===== src/hw/clk_startup_pkg.sv =====
`default_nettype none
package clk_startup_pkg;

    localparam int CNT_W = 16;
    localparam int ADDR_W = 8;
    localparam int DATA_W = 32;

    // Register byte offsets
    localparam logic [ADDR_W-1:0] OFF_FUSE = 8'h00;
    localparam logic [ADDR_W-1:0] OFF_CTRL = 8'h04;
    localparam logic [ADDR_W-1:0] OFF_STATUS = 8'h08;
    localparam logic [ADDR_W-1:0] OFF_COUNT = 8'h0c;
    localparam int CTRL_SLEEP_BIT = 0;

    // Clock source select codes
    localparam logic [3:0] CKS_EXTERNAL = 4'h0;
    localparam logic [3:0] CKS_RESERVED = 4'h1;
    localparam logic [3:0] CKS_RC = 4'h2;
    localparam logic [3:0] CKS_RC128 = 4'h3;
    localparam logic [2:0] CKS_FULL_SWING_HI = 3'h3;
    localparam logic [2:0] CKS_LOW_FREQ_HI = 3'h2;

    // Watchdog oscillator cycles of the supply time-out
    localparam logic [CNT_W-1:0] TOUT_NONE = 16'h0000;
    localparam logic [CNT_W-1:0] TOUT_SHORT = 16'h0200;
    localparam logic [CNT_W-1:0] TOUT_LONG = 16'h2000;

    // Oscillator cycles of stabilisation
    localparam logic [CNT_W-1:0] STAB_EXT = 16'h0006;
    localparam logic [CNT_W-1:0] STAB_258 = 16'h0102;
    localparam logic [CNT_W-1:0] STAB_1K = 16'h0400;
    localparam logic [CNT_W-1:0] STAB_16K = 16'h4000;
    localparam logic [CNT_W-1:0] STAB_32K = 16'h8000;
    localparam logic [CNT_W-1:0] RESET_EXTRA = 16'h000e;

    localparam logic [2:0] DIV8_LAST = 3'h7;
    localparam logic [1:0] PIN_SYNC_RST = 2'h0;

    typedef struct packed {
        logic div8;
        logic [1:0] startup_time_fuses;
        logic [3:0] clock_source_select_fuses;
    } fuse_s;

    localparam fuse_s FUSE_DEFAULT = '{div8: 1'h0, startup_time_fuses: 2'h2, clock_source_select_fuses: 4'h2};

    typedef struct packed {
        logic [CNT_W-1:0] tout;
        logic [CNT_W-1:0] stab;
    } startup_s;

    typedef enum logic [2:0] {
        st_hold,
        st_timeout,
        st_stabilise,
        st_run,
        st_sleep
    } seq_state_e;

    typedef enum logic [2:0] {
        ct_external,
        ct_rc128,
        ct_rc,
        ct_low_freq,
        ct_full_swing,
        ct_low_power,
        ct_reserved
    } clk_type_e;

endpackage
`default_nettype wire


===== src/hw/tick_counter.sv =====
`default_nettype none
module tick_counter
    import clk_startup_pkg::*;
(
    input wire logic clk,
    input wire logic resetn,
    input wire logic ce,
    input wire logic tick_in,
    input wire logic run,
    input wire logic [CNT_W-1:0] target,
    output logic tick_edge,
    output logic [CNT_W-1:0] count,
    output logic done
);

    logic meta_q;
    logic sync_q;
    logic prev_q;
    logic [CNT_W-1:0] count_q;

    // Two-stage synchroniser, then edge history
    always_ff @(posedge clk or negedge resetn) begin
        if (!resetn) begin
            meta_q <= 1'h0;
            sync_q <= 1'h0;
            prev_q <= 1'h0;
        end else if (ce) begin
            meta_q <= tick_in;
            sync_q <= meta_q;
            prev_q <= sync_q;
        end
    end

    assign tick_edge = sync_q & ~prev_q;
    assign done = run && (count_q == target);
    assign count = count_q;

    // Counts rising edges while running, restarts from zero when idle
    always_ff @(posedge clk or negedge resetn) begin
        if (!resetn) begin
            count_q <= '0;
        end else if (ce) begin
            if (!run) begin
                count_q <= '0;
            end else if (tick_edge && !done) begin
                count_q <= count_q + 16'h0001;
            end
        end
    end

endmodule
`default_nettype wire


===== src/hw/clock_startup_reset_sequencer.sv =====
// Decided for this implementation: the APB slave port and the register offsets.
`default_nettype none
// Overview of operation
// - Defaults: calibrated RC, divide-by-eight, code 10
// - Hold internal reset after sources release
// - Time-out counts watchdog cycles, fuse selected
// - Time-out lengths are 0, 512, 8192
// - Ripple counter holds reset, then releases
// - Stabilisation count depends on clock type
// - From reset: time-out then stabilisation
// - Wake from deep sleep: stabilisation only
// - Upper select bits give low-power frequency mode
// - Lowest select bit plus start-up code pick timing
// - Bit0=0, 00/01: 258 cycles, short/long
// - 0/10, 0/11, 1/00: 1K cycles
// - Bit0=1, 01/10/11: 16K cycles
// - Divide-by-eight fuse divides system clock
// - Four select bits decode the clock source
module clock_startup_reset_sequencer
    import clk_startup_pkg::*;
(
    input wire logic clk,
    input wire logic resetn,
    input wire logic ce,
    input wire logic reset_sources_n,
    input wire logic wake_pin,
    input wire logic wdt_osc,
    input wire logic osc_clk,
    input wire logic psel,
    input wire logic penable,
    input wire logic pwrite,
    input wire logic [ADDR_W-1:0] paddr,
    input wire logic [DATA_W-1:0] pwdata,
    output logic [DATA_W-1:0] prdata,
    output logic pready,
    output logic pslverr,
    output logic internal_reset_n,
    output logic sys_clk_en
);

    localparam int SRC_IDX = 0;
    localparam int WAKE_IDX = 1;

    logic [1:0] pin_meta_q;
    logic [1:0] pin_sync_q;
    logic wake_prev_q;
    logic sources_released;
    logic wake_edge;

    fuse_s fuse_q;
    seq_state_e state_q;
    logic from_reset_q;
    logic internal_reset_n_q;
    logic sys_clk_en_q;
    logic [2:0] div_cnt_q;

    logic [DATA_W-1:0] prdata_q;
    logic pready_q;
    logic pslverr_q;

    clk_type_e clk_type;
    startup_s sel;
    logic [2:0] lp_mode;
    logic [CNT_W-1:0] stab_target;

    logic tout_run;
    logic stab_run;
    logic tout_done;
    logic stab_done;
    logic osc_edge;
    logic [CNT_W-1:0] tout_count;
    logic [CNT_W-1:0] stab_count;

    logic apb_access;
    logic apb_write;
    logic sleep_req;

    // Pin synchronisers for reset sources and wake
    always_ff @(posedge clk or negedge resetn) begin
        if (!resetn) begin
            pin_meta_q <= PIN_SYNC_RST;
            pin_sync_q <= PIN_SYNC_RST;
        end else if (ce) begin
            pin_meta_q <= {wake_pin, reset_sources_n};
            pin_sync_q <= pin_meta_q;
        end
    end

    always_ff @(posedge clk or negedge resetn) begin
        if (!resetn) begin
            wake_prev_q <= 1'h0;
        end else if (ce) begin
            wake_prev_q <= pin_sync_q[WAKE_IDX];
        end
    end

    assign sources_released = pin_sync_q[SRC_IDX];
    assign wake_edge = pin_sync_q[WAKE_IDX] & ~wake_prev_q;

    // Clock source decode
    always_comb begin
        clk_type = ct_low_power;
        if (fuse_q.clock_source_select_fuses[3]) begin
            clk_type = ct_low_power;
        end else if (fuse_q.clock_source_select_fuses[3:1] == CKS_FULL_SWING_HI) begin
            clk_type = ct_full_swing;
        end else if (fuse_q.clock_source_select_fuses[3:1] == CKS_LOW_FREQ_HI) begin
            clk_type = ct_low_freq;
        end else if (fuse_q.clock_source_select_fuses == CKS_RC128) begin
            clk_type = ct_rc128;
        end else if (fuse_q.clock_source_select_fuses == CKS_RC) begin
            clk_type = ct_rc;
        end else if (fuse_q.clock_source_select_fuses == CKS_EXTERNAL) begin
            clk_type = ct_external;
        end else if (fuse_q.clock_source_select_fuses == CKS_RESERVED) begin
            clk_type = ct_reserved;
        end
    end

    // Low-power crystal frequency mode
    always_comb begin
        lp_mode = 3'h0;
        if (clk_type == ct_low_power) begin
            lp_mode = fuse_q.clock_source_select_fuses[3:1];
        end
    end

    // Start-up timing table per clock type
    always_comb begin
        sel.tout = TOUT_LONG;
        sel.stab = STAB_EXT;
        case (clk_type)
            ct_low_power, ct_full_swing: begin
                case ({fuse_q.clock_source_select_fuses[0], fuse_q.startup_time_fuses})
                    3'h0: begin
                        sel.stab = STAB_258;
                        sel.tout = TOUT_SHORT;
                    end
                    3'h1: begin
                        sel.stab = STAB_258;
                        sel.tout = TOUT_LONG;
                    end
                    3'h2: begin
                        sel.stab = STAB_1K;
                        sel.tout = TOUT_NONE;
                    end
                    3'h3: begin
                        sel.stab = STAB_1K;
                        sel.tout = TOUT_SHORT;
                    end
                    3'h4: begin
                        sel.stab = STAB_1K;
                        sel.tout = TOUT_LONG;
                    end
                    3'h5: begin
                        sel.stab = STAB_16K;
                        sel.tout = TOUT_NONE;
                    end
                    3'h6: begin
                        sel.stab = STAB_16K;
                        sel.tout = TOUT_SHORT;
                    end
                    default: begin
                        sel.stab = STAB_16K;
                        sel.tout = TOUT_LONG;
                    end
                endcase
            end
            ct_low_freq: begin
                sel.stab = fuse_q.clock_source_select_fuses[0] ? STAB_32K : STAB_1K;
                case (fuse_q.startup_time_fuses)
                    2'h0: sel.tout = TOUT_NONE;
                    2'h1: sel.tout = TOUT_SHORT;
                    default: sel.tout = TOUT_LONG;
                endcase
            end
            default: begin
                sel.stab = STAB_EXT;
                case (fuse_q.startup_time_fuses)
                    2'h0: sel.tout = TOUT_NONE;
                    2'h1: sel.tout = TOUT_SHORT;
                    default: sel.tout = TOUT_LONG;
                endcase
            end
        endcase
    end

    // From reset the extra clock cycles are added
    always_comb begin
        if (from_reset_q) begin
            stab_target = sel.stab + RESET_EXTRA;
        end else begin
            stab_target = sel.stab;
        end
    end

    assign tout_run = (state_q == st_timeout);
    assign stab_run = (state_q == st_stabilise);

    // Supply time-out on the watchdog oscillator
    tick_counter u_tout (
        .clk(clk),
        .resetn(resetn),
        .ce(ce),
        .tick_in(wdt_osc),
        .run(tout_run),
        .target(sel.tout),
        .tick_edge(),
        .count(tout_count),
        .done(tout_done)
    );

    // Ripple counter on the selected oscillator
    tick_counter u_stab (
        .clk(clk),
        .resetn(resetn),
        .ce(ce),
        .tick_in(osc_clk),
        .run(stab_run),
        .target(stab_target),
        .tick_edge(osc_edge),
        .count(stab_count),
        .done(stab_done)
    );

    // Sequencer
    always_ff @(posedge clk or negedge resetn) begin
        if (!resetn) begin
            state_q <= st_hold;
        end else if (ce) begin
            if (!sources_released) begin
                state_q <= st_hold;
            end else begin
                case (state_q)
                    st_hold: state_q <= st_timeout;
                    st_timeout: begin
                        if (tout_done) begin
                            state_q <= st_stabilise;
                        end
                    end
                    st_stabilise: begin
                        if (stab_done) begin
                            state_q <= st_run;
                        end
                    end
                    st_run: begin
                        if (sleep_req) begin
                            state_q <= st_sleep;
                        end
                    end
                    st_sleep: begin
                        if (wake_edge) begin
                            state_q <= st_stabilise;
                        end
                    end
                    default: state_q <= st_hold;
                endcase
            end
        end
    end

    // Remembers whether stabilisation follows a reset
    always_ff @(posedge clk or negedge resetn) begin
        if (!resetn) begin
            from_reset_q <= 1'h1;
        end else if (ce) begin
            if (state_q == st_hold) begin
                from_reset_q <= 1'h1;
            end else if (state_q == st_sleep) begin
                from_reset_q <= 1'h0;
            end
        end
    end

    // Internal reset output
    always_ff @(posedge clk or negedge resetn) begin
        if (!resetn) begin
            internal_reset_n_q <= 1'h0;
        end else if (ce) begin
            if (!sources_released || state_q == st_hold) begin
                internal_reset_n_q <= 1'h0;
            end else if (stab_run && stab_done) begin
                internal_reset_n_q <= 1'h1;
            end
        end
    end

    // System clock enable with optional divide by eight
    always_ff @(posedge clk or negedge resetn) begin
        if (!resetn) begin
            div_cnt_q <= 3'h0;
            sys_clk_en_q <= 1'h0;
        end else if (ce) begin
            if (state_q != st_run || !sources_released) begin
                div_cnt_q <= 3'h0;
                sys_clk_en_q <= 1'h0;
            end else if (osc_edge) begin
                div_cnt_q <= div_cnt_q + 3'h1;
                if (!fuse_q.div8) begin
                    sys_clk_en_q <= (div_cnt_q == DIV8_LAST);
                end else begin
                    sys_clk_en_q <= 1'h1;
                end
            end else begin
                sys_clk_en_q <= 1'h0;
            end
        end
    end

    // APB slave
    assign apb_access = psel & penable;
    assign apb_write = apb_access & pready_q & pwrite;
    assign sleep_req = apb_write && (paddr == OFF_CTRL) && pwdata[CTRL_SLEEP_BIT];

    always_ff @(posedge clk or negedge resetn) begin
        if (!resetn) begin
            pready_q <= 1'h0;
        end else if (ce) begin
            pready_q <= apb_access & ~pready_q;
        end
    end

    // Fuse register, shipped defaults at reset
    always_ff @(posedge clk or negedge resetn) begin
        if (!resetn) begin
            fuse_q <= FUSE_DEFAULT;
        end else if (ce) begin
            if (apb_write && paddr == OFF_FUSE) begin
                fuse_q <= pwdata[$bits(fuse_s)-1:0];
            end
        end
    end

    // Read data and error flag
    always_ff @(posedge clk or negedge resetn) begin
        if (!resetn) begin
            prdata_q <= '0;
            pslverr_q <= 1'h0;
        end else if (ce) begin
            if (apb_access && !pready_q) begin
                pslverr_q <= 1'h0;
                prdata_q <= '0;
                if (paddr == OFF_FUSE) begin
                    prdata_q <= {25'h0, fuse_q};
                end else if (paddr == OFF_CTRL) begin
                    prdata_q <= '0;
                end else if (paddr == OFF_STATUS) begin
                    prdata_q <= {21'h0, clk_type, lp_mode, from_reset_q,
                                 ~internal_reset_n_q, state_q};
                end else if (paddr == OFF_COUNT) begin
                    prdata_q <= {tout_count, stab_count};
                end else begin
                    pslverr_q <= 1'h1;
                end
            end else begin
                pslverr_q <= 1'h0;
            end
        end
    end

    assign prdata = prdata_q;
    assign pready = pready_q;
    assign pslverr = pslverr_q;
    assign internal_reset_n = internal_reset_n_q;
    assign sys_clk_en = sys_clk_en_q;

endmodule
`default_nettype wire


===== config.mk =====
export PLATFORM = sky130hd
export DESIGN_NAME = clock_startup_reset_sequencer
export DESIGN_NICKNAME = d
export VERILOG_FILES = /design/src/hw/clk_startup_pkg.sv /design/src/hw/tick_counter.sv /design/src/hw/clock_startup_reset_sequencer.sv
export SDC_FILE = /design/constraint.sdc
export NUM_CORES = 1
export LEC_CHECK = 0
export BUFFER_PORTS_ARGS = -buffer_cell sky130_fd_sc_hd__buf_4
export CAP_MARGIN = 20
export CORE_UTILIZATION = 45
export CTS_CLUSTER_DIAMETER = 120
export DETAILED_ROUTE_END_ITERATION = 6
export PLACE_DENSITY_LB_ADDON = 0.15
export SLEW_MARGIN = 20
export SYNTH_ARGS = -nofsm -noshare
export SYNTH_HDL_FRONTEND = slang
export SYNTH_SLANG_ARGS = --single-unit

===== constraint.sdc =====
create_clock -name clk -period 7.2 [get_ports clk]
set_clock_uncertainty 0.05 [all_clocks]
set_input_delay 1.44 -clock clk [delete_from_list [all_inputs] [get_ports clk]]
set_output_delay 1.44 -clock clk [all_outputs]
set_load 0.1 [all_outputs]

==> results of run 1 <==
[synthesized netlist by cell type, types with 3 or more instances]
master	instances	share of area (%)
a21oi_1	31	3.1
nand2_1	53	4.0
or2_2	3	0.38
o211ai_1	5	0.76
nor2_1	37	2.8
nand2b_1	8	1.0
mux2i_1	7	1.4
o41ai_1	3	0.53
dfrtp_1	90	45
a22o_1	23	4.1
nor3_1	9	0.91
mux2_2	14	3.2
buf_1	4	0.30
a21o_1	4	0.60
inv_1	12	0.91
buf_2	3	0.30
dfstp_2	3	1.6
ha_1	7	1.8
and4_1	4	0.71
xor2_1	11	1.9
or4_1	4	0.60
clkbuf_1	20	1.5
and2_1	3	0.38
nand3_1	25	2.5
or3_1	6	0.76
o21ai_0	25	2.5
o31ai_1	7	1.1
o21ai_1	5	0.50
nor4_1	5	0.63
nand4_1	12	1.5
nor4bb_1	3	0.60
and3_1	7	0.88
nor4b_1	3	0.53
xnor2_1	6	1.1
[cells in the final DEF, fill, tap and decap left out, drive strengths merged, types with 9 or more instances in the layout]
master	instances
clkbuf	9
dfrtp	90
mux2	14
buf	61
o21ai	30
nand4	12
inv	14
a21oi	31
nor3	11
nor2	37
xor2	11
nand2	53
a22o	24
nand3	25
[worst min-delay path by stage]
stage | endpoint | cells after the start
2_1_floorplan | u_tout.prev_q | 2
3_3_place_gp | prdata[4] | 2
3_5_place_dp | prdata[0] | 2
4_1_cts | prdata[3] | 2
5_1_grt | prdata[0] | 2
6_report | prdata[0] | 2
[metal layers]
layer / track usage (%) / wire length, um / vias up
met5: 0 / 0 / -
met4: 8.41 / 225 / 0
met3: 4.86 / 723 / 16
met2: 30.8 / 5040 / 135
met1: 34.2 / 6030 / 1963
li1: - / - / 1965
[layout make-up]
cell class | instances | area (sq um) | area share (%)
well taps | 136 | 170 | 3.01
flip-flops and latches | 93 | 2330 | 41.2
multi-input cells | 375 | 2460 | 43.5
repair buffers | 61 | 458 | 8.09
inverters | 12 | 45.0 | 0.796
clock buffers | 9 | 124 | 2.19
clock inverters | 6 | 71.3 | 1.26
[sequential cells by signal (all words and copies together) (netlist names), 2 cells and up]
register / cells
prdata: 32
u_stab.count: 16
u_tout.count: 16
fuse_q: 7
div_cnt_q: 3
state_q: 3
pin_meta_q: 2
pin_sync_q: 2
[where the power goes]
| group | total (mW) | leakage [nW] | switching, mW | internal (mW) |
|---|---|---|---|---|
| combinational | 0.221 | 1.21 | 0.134 | 0.0869 |
| clock | 0.353 | 0.0923 | 0.191 | 0.161 |
| sequential | 0.577 | 1.26 | 0.0320 | 0.545 |
| total | 1.15 | 2.56 | 0.357 | 0.793 |
[critical path: cells and delay by family]
kind	cells	cell delay, ns
AOI/OAI and AO/OA	1	0.14
buffers and inverters	1	0.27
and+or+nand+nor	5	1.90
[cell families after synthesis]
family | count (synthesis) | share of synthesized area (%)
AOI/OAI and AO/OA | 131 | 18.6
adders and majority gates | 7 | 1.76
and+or+nand+nor | 199 | 21.6
DFF | 93 | 46.9
buffers and inverters | 42 | 3.58
muxes | 21 | 4.58
xor gates and xnor gates | 17 | 3.00
==> metrics, run 1 <==
vias in the first global route 3685; starting density of the core 47.3%; fin. max-slew vios 0; post-synthesis async set-or-reset flop share 100%; total number of vias 4079; final wirelength 12000 um; I/O pin total 86; Yosys warning count 0; VDD IR max 162 uV; synthesis-stage register bit count 93; Inserted Diodes 0; PostCTS Resize Cnt 0; Setup WS pre-CTS 3.31 ns; drt first pass iters 4; GRT overflow 0; Arr. time, crit path 3.76 ns; CP Max Fanout 23; clk slew on worst S/H paths 0.10 ns; nets 609; worst r2r path cells 9; endpoint class of the critical path flip-flop; final setup margin 3.70 ns; die width 107 um; DIE HEIGHT 107 um; post-CTS setup buffers 0; DR WL/cell 17.4 um; Critical Path Max Stage Delay 0.77 ns; Filler cells 943; critical path startpoint category input pin; 1st-iter DRT viols 285; Critical Path RT 7.46 ns; CTS tree done; setup slack, reg-to-reg 4.23 ns; Worst R2R Start fuse_q[5]; Distinct cells, synth 68; EDFF count, synth 0; full die area 0.0115 sq mm; pwr dens 203 mW/mm^2; setup_tns 0 ns; Area Growth Syn to Fin 14.0%; Lkg Pwr 2.56 nW; critical path, cell by cell buf_4 > nand2_1 > nor2_1 > nand3_1 > or2_2 > or3_1 > a21oi_1; fin crit period 3.50 ns; top_reg_cell synth dfrtp_1; Cell Area, Synth 0.00497 sq mm; reg-to-reg critical path endpoint u_stab.count[0]; worst setup path startpoint ce; Max Root-Sink Buffers 2; CTS Root Cell clkbuf_8; largest net degree at the start of global routing 59; Fin. Hold Viols 0; overall power 1.15 mW; H-tree Lvls 3; worst hold start prdata[0]; I/O Buffers 60; Row Count 37; Slowest-stage cell, CP nor2_1; Clock Sinks 93; Avg Cell Area, Syn 9.74 sq um; MaxCap Viol Count 0; Hold WS 0.450 ns; Min-Delay Path Class flip-flop to flip-flop; initial antenna violation count 0; CTS Buf Count 9; final core utilization 53.9%; fmax 0.285 GHz; share of cells above drive strength 1 20.3%; post-route antenna net violation count 0; final cell area excluding filler cells 0.00566 sq mm; first-pass GRT wire length 19700 um; total track usage 22.4%; final non-filler cell total 692; Post-CTS Hold Buffers 0; Core Area 0.0105 sq mm; instance area at placement 0.00546 sq mm; relative slew slack 32.4%; worst skew pair latency 0.37 ns; critical path class input pin to flip-flop; global placement routability congestion 0.861; Cells after DPL 677; syn_nets 567; vias per cell 5.89; RSZ-0062 raised after global routing no; outcome complete, no violations; Seq/Total Area, Yosys 46.9%; count of final setup violators 0; worst-margin pin slew 1.01 ns; final critical-path share of the clock period 48.7%; DP HPWL 8550 um; Setup crit end u_tout.count[7]; Syn Inst Count 510; # DRC 0
(Power assumes the default switching activity.)
==> inputs of run 2 (changes only) <==
Settings changed: ABC_AREA set to 1.
Clock period 7.2 ns to 2.85 ns, I/O delays scaled along.
==> metrics, run 2 <==
outcome complete, no violations; Seq/Total Area, Yosys 44.2% (-2.7 points); setup slack, reg-to-reg 0.30 ns (-3.93 ns); Setup crit end u_stab.count[15]; reg-to-reg critical path endpoint u_stab.count[15]; I/O pin total 86 (unchanged); Synth Area in Adders 1.66% (-0.10 points); vias in the first global route 4256 (+15%); fraction of power consumed by sequential logic 45.6% (-4.5 points); global placement routability congestion 0.923 (+7.2%); largest family of logic cells by synthesized area simple AND/OR/NAND/NOR gates; Post-CTS Hold Buffers 0 (unchanged); critical path class flip-flop to flip-flop; CTS tree done; Setup WS pre-CTS 0.314 ns (-3.00 ns); total number of vias 4793 (+18%); Clk pwr share 39.2% (+8.5 points); Core Area 0.0114 sq mm (+8.7%); drt first pass iters 5 (+1); clk slew on worst S/H paths 0.07 ns (-0.03 ns); Net Switching 937 uW (+160%); post-CTS setup buffers 0 (unchanged); Largest register FFs 32 (unchanged); P_int 2.18 mW (+170%); xor/xnor share of the synthesized area 4.48% (+1.5 points); commonest non-fill, non-tap cell in the layout nand2_1; Inserted Diodes 0 (unchanged); top_reg_cell synth dfrtp_1; Critical Path RT 3.03 ns (-4.43 ns); worst-margin pin slew 0.847 ns (-0.163 ns); PostCTS Resize Cnt 0 (unchanged); full die area 0.0122 sq mm (+6.1%); DIE HEIGHT 110 um (+3.0%); final core utilization 54.1% (+0.20 points); instance area at placement 0.00587 sq mm (+7.5%); Worst R2R Start fuse_q[1]; largest net degree at the start of global routing 57 (-3.4%); pwr dens 505 mW/mm^2 (+150%); Row Count 39 (+5.4%); Compound-Gate Fraction of Synth Area 11.0% (-7.6 points); EDFF count, synth 0 (unchanged); Slowest-stage cell, CP dfstp_2; die width 110 um (+3.0%); Syn Inst Count 682 (+34%); share of cells above drive strength 1 18.3% (-2.0 points); final wirelength 13400 um (+12%); RSZ-0062 raised after global routing no; commonest cells in the netlist nand2_1, dfrtp_1, nor2_1; vias per cell 5.40 (-8.3%); final critical-path share of the clock period 89.5%; nets 796 (+31%); CTS Root Cell clkbuf_16; final setup margin 0.300 ns (-3.40 ns); Area Growth Syn to Fin 17.0%; post-route antenna net violation count 0 (unchanged); switch share 30.1% (-0.99 points); 1st-iter DRT viols 370 (+30%); Distinct cells, synth 38 (-44%); Cell Area, Synth 0.00528 sq mm (+6.2%); Fin. Hold Viols 0 (unchanged); fin. max-slew vios 0 (unchanged); overall power 3.12 mW (+170%); synthesis-stage register bit count 93 (unchanged); Yosys warning count 0 (unchanged); count of final setup violators 0 (unchanged); syn_nets 739 (+30%); final cell area excluding filler cells 0.00617 sq mm (+9.1%); first-pass GRT wire length 21300 um (+8.1%); initial antenna violation count 0 (unchanged); worst skew pair latency 0.35 ns (-0.02 ns); worst r2r path cells 18 (+9); Synth top area share 42.7% (-2.7 points); total track usage 23.5% (+1.0 points); fin crit period 2.55 ns; endpoint class of the critical path flip-flop; Lkg Pwr 2.99 nW (+17%); critical path, cell by cell buf_4 > nor2_2 > nand2_1 > nand2_1 > inv_1 > ha_1 > inv_1 > nand2_1 > nand2_1 > nor2_1 > nand3_1 > nor2_1 > nand4_2 > nand2_2 > nand2_2 > buf_12 > nand2_1 > o21ai_2; CTS Buf Count 9 (unchanged); CP Max Fanout 26 (+13%); post-synthesis async set-or-reset flop share 100% (unchanged); Comb pwr share 15.2% (-4.0 points); multiplexer share of the synthesized area 1.28% (-3.3 points); Post-Synth Simple-Gate Area 30.0% (+8.5 points); DR WL/cell 15.1 um (-13%); starting density of the core 46.2% (-1.1 points); top cell type by total area after synthesis dfrtp_1; H-tree Lvls 3 (unchanged); most frequent cells in the layout nand2_1, dfrtp_1, nor2_1, buf_4, inv_1; Min-Delay Path Class input pin to async pin; Filler cells 1100 (+17%); I/O Buffers 60 (unchanged); Max Root-Sink Buffers 2 (unchanged); Arr. time, crit path 2.73 ns (-1.03 ns); setup_tns 0 ns (unchanged); count leader, synth nand2_1; area of the multi-input gates 0.00256 sq mm (+3.9%); Clock Sinks 93 (unchanged); # DRC 0 (unchanged); relative slew slack 43.5% (+11 points); fmax 0.392 GHz; VDD IR max 315 uV (+95%); worst setup path startpoint fuse_q[1]; critical path startpoint category flip-flop; GRT overflow 0 (unchanged); CP dominant cell by count nand2_1; Critical Path Max Stage Delay 0.37 ns (-0.40 ns); Avg Cell Area, Syn 7.74 sq um (-21%); MaxCap Viol Count 0 (unchanged); main area contributors after synthesis dfrtp_1, nand2_1, nand3_1, nor2_1, inv_1; register area 0.00233 sq mm (unchanged); DP HPWL 9840 um (+15%)
==> run 2: cell count changes after synthesis, sizes merged, moves of 8 or more <==
cell	change
nor2	+36
o31ai	+10
nand2b	-8
nand2	+150
inv	+52
mux2	-8
a22o	-23
or3	-8
xor2	+12
o21ai	+17
nand3	+31
a21oi	-18
==> run 2: worst min path at each step <==
stage          slack, ns       endpoint          start  cells after the start
2_1_floorplan       0.22   div_cnt_q[0]         resetn                      0
3_3_place_gp        0.40  u_tout.meta_q  u_tout.meta_q                      2
3_5_place_dp        0.41  u_tout.prev_q  u_tout.prev_q                      2
4_1_cts             0.14     prdata[18]         resetn                      1
5_1_grt             0.16     prdata[18]         resetn                      1
6_report            0.12     prdata[18]         resetn                      1
==> run 2: kinds of logic (layout without fill, tap and decap cells) <==
logic type,count (synthesis),after routing
buf+inv,91,153
fa+ha+maj,7,7
mux,6,6
flops,93,93
compound gates,90,90
xor+xnor,27,27
simple gates,368,368
==> run 2: layer usage <==
layer  share of wire, %  vias up  GRT usage [%]  wire length, um
met3                6.4       26           4.41              863
met5                  0        -              0                0
li1                   -     2343              -                -
met4                2.2        0           9.30              297
met2                 43      190           34.0             5820
met1                 48     2234           34.3             6430
==> run 2: per-stage QoR <==
step | hold WS, ns | cells
floorplan | 0.224 | 682
global placement | 0.404 | 871
detailed placement | 0.409 | 871
CTS | 0.145 | 887
global route | 0.159 | 887
finish | 0.118 | 887
==> run 2: final cells by class <==
cell class / count / area share, %
flip-flops and latches: 93 / 37.8
well taps: 143 / 2.90
inverters: 66 / 4.01
clock buffers: 9 / 3.65
clock inverters: 7 / 1.22
repair buffers: 71 / 9.04
multi-input cells: 498 / 41.4
==> run 2: worst max-delay path: cells and delay by family (launching register included) <==
kind                       cells  cell delay (ns)
and+or+nand+nor               12             1.23
buffers and inverters          4             0.42
DFF                            1             0.37
adders and majority gates      1             0.28
AOI/OAI and AO/OA              1             0.05
==> run 2: power groups by stage <==
stage,Clock (mW),Sequential (mW),Combinational (mW)
final,1.22,1.42,0.475
after global routing,1.30,1.43,0.527
after CTS,1.24,1.42,0.476
after detailed placement,0,1.44,0.474
after global placement,0,1.44,0.466
after floorplan,0,1.49,0.274
